`src/link_upper_pkg.sv`:
```
// constants and carrier types for the link status upper fields block
package link_upper_pkg;

   // ---------------------------------------------------------------
   // register map (byte addresses)
   // ---------------------------------------------------------------
   localparam logic [11:0] CTRL_OFS   = 12'h000;
   localparam logic [11:0] STATUS_OFS = 12'h004;
   localparam logic [11:0] INPUTS_OFS = 12'h008;

   // ---------------------------------------------------------------
   // control register field positions
   // ---------------------------------------------------------------
   localparam int TX_PAUSE_POS = 0;
   localparam int RX_PAUSE_POS = 1;
   localparam int OEM_OK_POS   = 2;
   localparam int MOD_EN_POS   = 3;
   localparam int REV_NEW_POS  = 4;
   localparam logic [4:0] CTRL_RESET = 5'h00;

   // ---------------------------------------------------------------
   // positions inside the status word (bits 15 to 23)
   // ---------------------------------------------------------------
   localparam int FIELD_LSB   = 15;
   localparam int FIELD_W     = 9;
   localparam logic [8:0] FIELD_RESET = 9'h000;
   localparam logic [1:0] MOD_NRZ  = 2'h1;
   localparam logic [1:0] MOD_PAM4 = 2'h2;
   localparam logic [1:0] MOD_NONE = 2'h0;

   // ---------------------------------------------------------------
   // carriers
   // ---------------------------------------------------------------
   localparam int LINK_IN_W = 8;
   localparam logic [7:0] LINK_IN_RESET = 8'h00;

   typedef struct packed {
      logic       serdes_on;
      logic       serdes_direct;
      logic       an_enable;
      logic       an_complete;
      logic       partner_10m_half_capable;
      logic [1:0] partner_pause;
      logic       pam4_active;
   } link_in_s;

   typedef struct packed {
      logic [8:7] modulation;
      logic       oem_valid;
      logic       direct_attach;
      logic [4:3] partner_pause;
      logic       rx_pause;
      logic       tx_pause;
      logic       partner_10m_half;
   } upper_field_s;

endpackage

```
`src/link_status_upper_fields.sv`:
```
// link status upper fields: apb control plus composition of bits 15 to 23
`timescale 1ns/1ns
// Summary of operation
// RULE1 - bit15 reports partner 10M half capability
// RULE2 - bit16 shows pause transmit enable
// RULE3 - bit17 shows pause receive enable
// RULE4 - bits19:18 encode partner pause ability
// RULE5 - bit20 set for serdes direct attach
// RULE6 - bit21 set only when oem settings valid
// RULE7 - bits23:22 give nrz or pam4, never 11
// RULE8 - modulation zero for earlier protocol revisions
// RULE9 - invalid partner bits forced to zero

// ---------------------------------------------------------------
// three stage input filter
// ---------------------------------------------------------------
module sync3_filter #(
   parameter int W = 1
) (
   input  wire logic         i_clock,
   input  wire logic         i_rstn,
   input  wire logic         i_en,
   input  wire logic [W-1:0] i_d,
   output logic      [W-1:0] o_q
);
   logic [W-1:0] ff1;
   logic [W-1:0] ff2;
   logic [W-1:0] ff3;

   // shift chain; ff1 feeds only ff2
   always_ff @(posedge i_clock or negedge i_rstn) begin
      if (!i_rstn) begin
         ff1 <= '0;
         ff2 <= '0;
         ff3 <= '0;
      end else if (i_en) begin
         ff1 <= i_d;
         ff2 <= ff1;
         ff3 <= ff2;
      end
   end

   // accept a change once two later stages agree, rejects one-cycle glitches
   always_ff @(posedge i_clock or negedge i_rstn) begin
      if (!i_rstn) begin
         o_q <= '0;
      end else if (i_en && (ff2 == ff3)) begin
         o_q <= ff3;
      end
   end
endmodule

// ---------------------------------------------------------------
// top level
// ---------------------------------------------------------------
module link_status_upper_fields
   import link_upper_pkg::*;
(
   input  wire logic        I_CLOCK,
   input  wire logic        I_RSTN,
   input  wire logic        I_CLK_EN,
   input  wire logic        I_PSEL,
   input  wire logic        I_PENABLE,
   input  wire logic        I_PWRITE,
   input  wire logic [11:0] I_PADDR,
   input  wire logic [31:0] I_PWDATA,
   input  wire logic [3:0]  I_PSTRB,
   output logic      [31:0] O_PRDATA,
   output logic             O_PREADY,
   output logic             O_PSLVERR,
   input  wire logic        I_SERDES_ON,
   input  wire logic        I_SERDES_DIRECT,
   input  wire logic        I_AN_ENABLE,
   input  wire logic        I_AN_COMPLETE,
   input  wire logic        I_PARTNER_10M_HALF_CAPABLE,
   input  wire logic [1:0]  I_PARTNER_PAUSE,
   input  wire logic        I_PAM4_ACTIVE,
   output logic      [8:0]  O_UPPER_FIELDS
);

   // ---------------------------------------------------------------
   // declarations
   // ---------------------------------------------------------------
   link_in_s     link_in;
   logic [7:0]   link_raw;
   logic [7:0]   link_q;
   logic [4:0]   ctrl;
   upper_field_s next_field;
   upper_field_s field;
   logic         partner_valid;
   logic         mod_on;
   logic         loaded;
   logic         mapped;
   logic         apb_done;
   logic         ctrl_write;
   logic [31:0]  next_prdata;

   // ---------------------------------------------------------------
   // input capture
   // ---------------------------------------------------------------
   // phy and mac state arrive asynchronously, so every bit is filtered
   assign link_raw = {I_SERDES_ON, I_SERDES_DIRECT, I_AN_ENABLE, I_AN_COMPLETE,
                      I_PARTNER_10M_HALF_CAPABLE, I_PARTNER_PAUSE, I_PAM4_ACTIVE};

   sync3_filter #(
      .W (LINK_IN_W)
   ) u_filter (
      .i_clock (I_CLOCK),
      .i_rstn  (I_RSTN),
      .i_en    (I_CLK_EN),
      .i_d     (link_raw),
      .o_q     (link_q)
   );

   assign link_in = link_q;

   // ---------------------------------------------------------------
   // apb slave
   // ---------------------------------------------------------------
   // read data is loaded in an enabled cycle before pready is given
   assign mapped     = (I_PADDR == CTRL_OFS) || (I_PADDR == STATUS_OFS) || (I_PADDR == INPUTS_OFS);
   assign O_PREADY   = I_CLK_EN & I_PSEL & I_PENABLE & loaded;
   assign O_PSLVERR  = O_PREADY & ~mapped;
   assign apb_done   = O_PREADY;
   assign ctrl_write = apb_done & I_PWRITE & I_PSTRB[0] & (I_PADDR == CTRL_OFS);

   // read mux; status and input words are read only
   always_comb begin
      next_prdata = 32'h0000_0000;
      case (I_PADDR)
         CTRL_OFS: begin
            next_prdata[4:0] = ctrl;
         end
         STATUS_OFS: begin
            next_prdata[FIELD_LSB +: FIELD_W] = field;
         end
         INPUTS_OFS: begin
            next_prdata[7:0] = link_q;
         end
         default: begin
            next_prdata = 32'h0000_0000;
         end
      endcase
   end

   // loaded marks that read data of the current transfer is in place
   always_ff @(posedge I_CLOCK or negedge I_RSTN) begin
      if (!I_RSTN) begin
         loaded <= 1'b0;
      end else if (I_CLK_EN) begin
         loaded <= I_PSEL & ~apb_done;
      end
   end

   // read data register, captured once per transfer
   always_ff @(posedge I_CLOCK or negedge I_RSTN) begin
      if (!I_RSTN) begin
         O_PRDATA <= 32'h0000_0000;
      end else if (I_CLK_EN && I_PSEL && !loaded) begin
         O_PRDATA <= next_prdata;
      end
   end

   // control register, byte lane 0 only
   always_ff @(posedge I_CLOCK or negedge I_RSTN) begin
      if (!I_RSTN) begin
         ctrl <= CTRL_RESET;
      end else if (ctrl_write) begin
         ctrl <= I_PWDATA[4:0];
      end
   end

   // ---------------------------------------------------------------
   // field composition
   // ---------------------------------------------------------------
   // partner advertisement only means something after copper autoneg
   assign partner_valid = ~link_in.serdes_on & link_in.an_enable & link_in.an_complete;
   // older revisions keep the modulation bits reserved
   assign mod_on = ctrl[MOD_EN_POS] & ctrl[REV_NEW_POS];

   always_comb begin
      next_field                  = FIELD_RESET;
      next_field.partner_10m_half = partner_valid & link_in.partner_10m_half_capable;  // [RULE1] [RULE9]
      next_field.tx_pause         = ctrl[TX_PAUSE_POS];                                 // [RULE2]
      next_field.rx_pause         = ctrl[RX_PAUSE_POS];                                 // [RULE3]
      next_field.partner_pause    = partner_valid ? link_in.partner_pause : 2'h0;       // [RULE4] [RULE9]
      next_field.direct_attach    = link_in.serdes_on & link_in.serdes_direct;          // [RULE5]
      next_field.oem_valid        = ctrl[OEM_OK_POS];                                   // [RULE6]
      if (mod_on) begin
         next_field.modulation = link_in.pam4_active ? MOD_PAM4 : MOD_NRZ;             // [RULE7]
      end else begin
         next_field.modulation = MOD_NONE;                                             // [RULE8]
      end
   end

   // registered word keeps the sideband reply stable for a whole cycle
   always_ff @(posedge I_CLOCK or negedge I_RSTN) begin
      if (!I_RSTN) begin
         field <= FIELD_RESET;
      end else if (I_CLK_EN) begin
         field <= next_field;
      end
   end

   assign O_UPPER_FIELDS = field;
endmodule

```
`config.mk`:
```
export PLATFORM = sky130hd
export DESIGN_NAME = link_status_upper_fields
export DESIGN_NICKNAME = d
export VERILOG_FILES = /design/src/link_upper_pkg.sv /design/src/link_status_upper_fields.sv
export SDC_FILE = /design/constraint.sdc
export NUM_CORES = 1
export LEC_CHECK = 0
export ABC_AREA = 1
export ABC_CLOCK_PERIOD_IN_PS = 1240
export BUFFER_PORTS_ARGS = -buffer_cell sky130_fd_sc_hd__buf_2
export CAP_MARGIN = 0
export CORE_MARGIN = 2
export CORE_UTILIZATION = 50
export DETAILED_ROUTE_END_ITERATION = 16
export GPL_TIMING_DRIVEN = 0
export HOLD_SLACK_MARGIN = 0.05
export PLACE_DENSITY = 0.81
export SLEW_MARGIN = 20
export SYNTH_ARGS = -nofsm -noshare
export SYNTH_HDL_FRONTEND = slang
export SYNTH_SLANG_ARGS = --single-unit
```
`constraint.sdc`:
```
create_clock -name I_CLOCK -period 1.24 [get_ports I_CLOCK]
set_input_delay 0.248 -clock I_CLOCK [delete_from_list [all_inputs] [get_ports I_CLOCK]]
set_output_delay 0.248 -clock I_CLOCK [all_outputs]
set_load 0.02 [all_outputs]
```
* Word-level counts from Yosys, hierarchy flattened
Cells that the tools add are included. Widths: inputs -> output; s select.
Storage, ports and cells: latch bits 0, register bits 64, word-level logic and storage cells 46, memory bits (read-only) 0, bits of input ports 62, memories kept 0, RAM bits 0
Cells by class: muxes and demuxes 6, $add $sub $neg 0, divide/modulo/power cells 0, order comparisons 0, eq/ne operators 3, reduce and logical (&&, ||, !) cells 7, bitwise operators 16, shift operators 0, $mul 0
Operators with widths (number):
- $and 1x1->1 | 13
- $eq 12x3->1 const B | 1
- $eq 12x4->1 const B | 1
- $logic_not 12->1 | 1
- $pmux 5 s2 | 1
- $mux 9 | 1
- $eq 8x8->1 | 1
- $mux 2 | 3
- $logic_and 1x1->1 | 3
- $mux 3 | 1
- $not 1->1 | 3
- $logic_or 1x1->1 | 2
- $logic_not 1->1 | 1

* Longest topological paths before layout
depth in word-level cells 6, mapped depth 8, mapped depth without buffers 8

* Cells and area by module
Synthesis repeated with hierarchy kept, for this count alone.
Second synthesis, totals: cells, all modules 355, area total of the unflattened synthesis 3017.9 um2
By module, submodules not included:
- link_status_upper_fields | area each 1620.3 um2, cells an instance 188, instances 1
- sync3_filter | area each 1397.6 um2, cells an instance 167, instances 1

* Least setup slack after synthesis
Ideal clock, no wire load.
path type register to output, start register loaded, end output O_PSLVERR, cell stages (with the launch flop) 5, arrival 1112 ps, data required time 992 ps, buffers on the path 0, slack -120 ps, cell sequence dfrtp_1 -> nand3_1 -> inv_1 -> nand2_1 -> a21oi_1
Between the ends: word-level cells in the longest chain between the ends 2
Ends and longest elaborated chain:
- start, declared | line link_status_upper_fields.sv:92 | logic loaded;
- start signal, assigned | line link_status_upper_fields.sv:151 | loaded <= I_PSEL & ~apb_done;
- $and 1x1->1 | line link_status_upper_fields.sv:122 | assign O_PREADY = I_CLK_EN & I_PSEL & I_PENABLE & loaded;
- named net O_PREADY | line link_status_upper_fields.sv:69 | output logic O_PREADY,
- $and 1x1->1 | line link_status_upper_fields.sv:123 | assign O_PSLVERR = O_PREADY & ~mapped;
- end, declared | line link_status_upper_fields.sv:70 | output logic O_PSLVERR,
The timed path passes the listed nets, and every way through them passes these cells.

* Final worst setup path
start register loaded, end output O_PSLVERR
Between the ends: word-level cells in the longest chain between the ends 2
Ends and longest elaborated chain (line):
- $and 1x1->1 | link_status_upper_fields.sv:122
- $and 1x1->1 | link_status_upper_fields.sv:123
Every way passes these cells.

==> qor.csv <==
stage,metric,value,unit
floorplan,DIE AREA,0.00662,mm2
yosys,number of synthesized flops with an enable pin,0,
yosys,"count leader, synth",nand2_1,
placement,Detailed Place HPWL,4520,um
yosys,Avg Synthesized Cell Area,8.85,um2
clock_network,# clock sinks,64,
power,maximum vdd drop,1100,uV
worst_setup_path,crit path max fanout,2,
yosys,post-synth top area share,53.6,%
yosys,ys flop type,dfrtp_1,
run_status,failing checks,setup timing,
clock_network,"CTS clk-pin slew, worst paths",0.06,ns
worst_setup_path,Worst EP required,0.99,ns
drt,final WL,6820,um
run,maxcap violations,0,
power,static leakage,2.03,nW
clock_network,htree depth,3,
worst_hold_path,worst min path class,primary input to register,
clock_network,clock latency on the worst-skew pair,0.34,ns
drt,final antenna-violating net count,0,
yosys,synthesized cell area,0.00299,mm2
power,Gate power share,20.4,%
drt,vias per inst,4.90,
power,Sw Pwr,1.60,mW
placement,area of placed instances,0.00344,mm2
global_route,grt ovf,0,
sta,setup violators final,10,
drt,detail-routed net length per standard cell,13.2,um
drt,Initial DRT Pass Iterations,4,
drt,# DRC,0,
clock_network,cts bufs inserted,9,
worst_setup_path,worst endpoint data arrival time,1.18,ns
run_status,status,"finished, violations left",
sta,"Period Utilization, post-route",115,%
sta,Relative slew margins,47.0,%
floorplan,Core Rows,28,
power,PD cells,1370,mW/mm2
power,PnR Total Power,5.34,mW
yosys,Synth area leader,dfrtp_1,
sta,Max Slew Vio Count,0,
drt,Vias,2537,
sta,final hold vios,0,
placement,GPL Wtd Cong,0.769,
worst_setup_path,crit path max-delay cell type,dfrtp_1,
sta,"Worst Setup Slack, final",-0.184,ns
clock_network,TritonCTS clock tree,done,
sta,Worst Max-Slew Pin Slew,0.795,ns
floorplan,Placeable Area,0.00585,mm2
power,Seq pwr share,47.4,%
worst_setup_path,crit path cell chain,"nand3_2, inv_2, nand2_2, a21oi_2, buf_4",
global_route,first-pass GRT wire length,11100,um
clock_network,maximum root-to-sink buffer count,2,
final_layout,antenna cells,0,
worst_setup_path,CP max stage delay,0.36,ns
yosys,Post-synth top cells,"nand2_1, dfrtp_1, inv_1, nand3_1, o21ai_0",
clock_network,root buffer cell,clkbuf_8,
global_route,initial antenna violation count,0,
power,Clk pwr share,32.2,%
sta,Final Hold Slack,0.123,ns
worst_setup_path,crit start category,register,
worst_setup_path,CP endpoint kind,output pin,
power,Internal,3.75,mW
placement,# port buffers,59,
yosys,Yosys warning count,0,
global_route,GRT Total Usage,22.6,%
worst_setup_path,Reg2Reg Depth,7,
worst_setup_path,CP Depth,5,
final_layout,"Design Area, Final",0.00389,mm2
global_route,number of global-route vias before repair,2500,
yosys,Post-Syn Instances,338,
final_layout,NumNets Final,501,
floorplan,Starting Density,51.1,%
worst_hold_path,WHS Path Cells,3,
yosys,"FF+latch count, synth",64,
yosys,Synth area leaders,"dfrtp_1, nand2_1, inv_1, nand3_1, buf_4",
floorplan,die height,81.3,um
yosys,"Seq/Total Area, Yosys",53.6,%
power,switch share,29.9,%
final_layout,share of cells above drive strength 1,36.6,%
sta,maximum clock rate,702,MHz
worst_setup_path,"CP delay by family, top",flip-flops,
worst_setup_path,Crit path buffers/inverters,2,
sta,RSZ-0062 raised after global routing,true,
global_route,largest net degree at the start of global routing,65,
yosys,"Distinct cells, synth",24,
drt,1st-iter DRT viols,101,
sta,Setup Skew,0.00880,ns
floorplan,I/O Pins,105,
yosys,asr flop ratio synth,100,%
final_layout,Area Overhead vs Synth,30.2,%
worst_setup_path,Crit Path Class,register to output pin,
sta,fin crit period,1.42,ns
floorplan,Die Wd,81.3,um
## path summary, 6_finish.rpt
path                       slack (ns)                         from                          end
max                             -0.18           loaded$_DFFE_PN0P_                    O_PSLVERR
min                              0.12           I_PARTNER_PAUSE[1]  u_filter.ff1[2]$_DFFE_PN0P_
max reg2reg                     -0.09  u_filter.ff2[2]$_DFFE_PN0P_  u_filter.o_q[7]$_DFFE_PN0P_
min reg2reg                      0.48  u_filter.ff1[0]$_DFFE_PN0P_  u_filter.ff2[0]$_DFFE_PN0P_
max in group asynchronous        0.18                       I_RSTN  u_filter.ff1[3]$_DFFE_PN0P_
min in group asynchronous        0.53                       I_RSTN     O_PRDATA[17]$_DFFE_PN0P_
## worst min-delay path: cells and delay by family
family | cells | cell delay, ns
and+or+nand+nor | 1 | 0.04
buffers and inverters | 1 | 0.07
AOI/OAI and AO/OA | 1 | 0.06
## layout make-up
cell class | count | area (um2)
flip-flops and latches | 64 | 1600
inverters | 43 | 164
plain buffers | 22 | 153
fillers | 484 | 1960
clock inverters | 4 | 45.0
repair buffers | 76 | 444
clock buffers | 11 | 141
well taps | 75 | 93.8
multi-input cells | 223 | 1250
## power by group through the flow
stage / registers [mW] / logic [mW] / clock network [mW]
after floorplan: 2.58 / 0.571 / 0
after global placement: 2.55 / 0.854 / 0
after detailed placement: 2.56 / 0.882 / 0
after CTS: 2.53 / 1.03 / 1.76
after global routing: 2.56 / 1.22 / 1.84
final: 2.53 / 1.09 / 1.72
## layout by cell type, fill, tap and decap left out, types with 3 or more instances in the layout
cell       n
inv_2      7
o21ai_0   19
nand2_1   88
nand3_2   10
nor2_1     9
clkinv_2   3
nand3_4    4
o21bai_1   8
dfrtp_1   64
nand2_2    6
a21oi_1    4
inv_1     35
clkbuf_8  10
nand3_1   17
mux2_2    10
nor2_4     7
o21ai_1   16
buf_2     61
conb_1    15
buf_6      4
buf_4     31
## sequential cells by signal (all words and copies together) (netlist names)
signal          count
u_filter.o_q        8
loaded              1
u_filter.ff1        8
O_UPPER_FIELDS      9
u_filter.ff2        8
u_filter.ff3        8
ctrl                5
O_PRDATA           17
## layer usage
| layer | share of wire (%) | wire [um] | track usage [%] | vias up |
|---|---|---|---|---|
| met3 | 6.5 | 442 | 7.56 | 8 |
| met1 | 40 | 2720 | 25.9 | 1198 |
| met5 | 0 | 0 | 0 | - |
| met4 | 1.0 | 70 | 6.61 | 0 |
| met2 | 53 | 3590 | 39.8 | 78 |
| li1 | - | - | - | 1253 |
## metrics by stage
stage	setup WS [ns]	TNS [ns]	util, %	cells
after floorplan	0.000640	0	-	352
after global placement	-0.363	-17.37	58.7	486
after detailed placement	-0.398	-2.80	58.8	486
after CTS	-0.165	-0.308	65.6	516
after global routing	-0.231	-1.63	66.6	518
final	-0.184	-0.854	66.6	518
## cell families after synthesis
family          count (synthesis)  share of synthesized area, %
flops                          64                          53.6
buf+inv                        66                          10.5
other cells                     1                         0.125
xor+xnor                        2                         0.586
mux                            10                          3.77
simple gates                  143                          21.8
compound gates                 52                          9.67
## repair_timing
item | in CTS | in global routing
setup buffers | 13 | 3
setup endpoints to repair | 20 | 22
hold buffers | 1 | 0
gates resized for setup | 23 | 12
hold endpoints to repair | 64 | 0
gates cloned | 1 | 0
pin swaps | 16 | 16
Note: power is estimated with default switching activity, not from simulation.
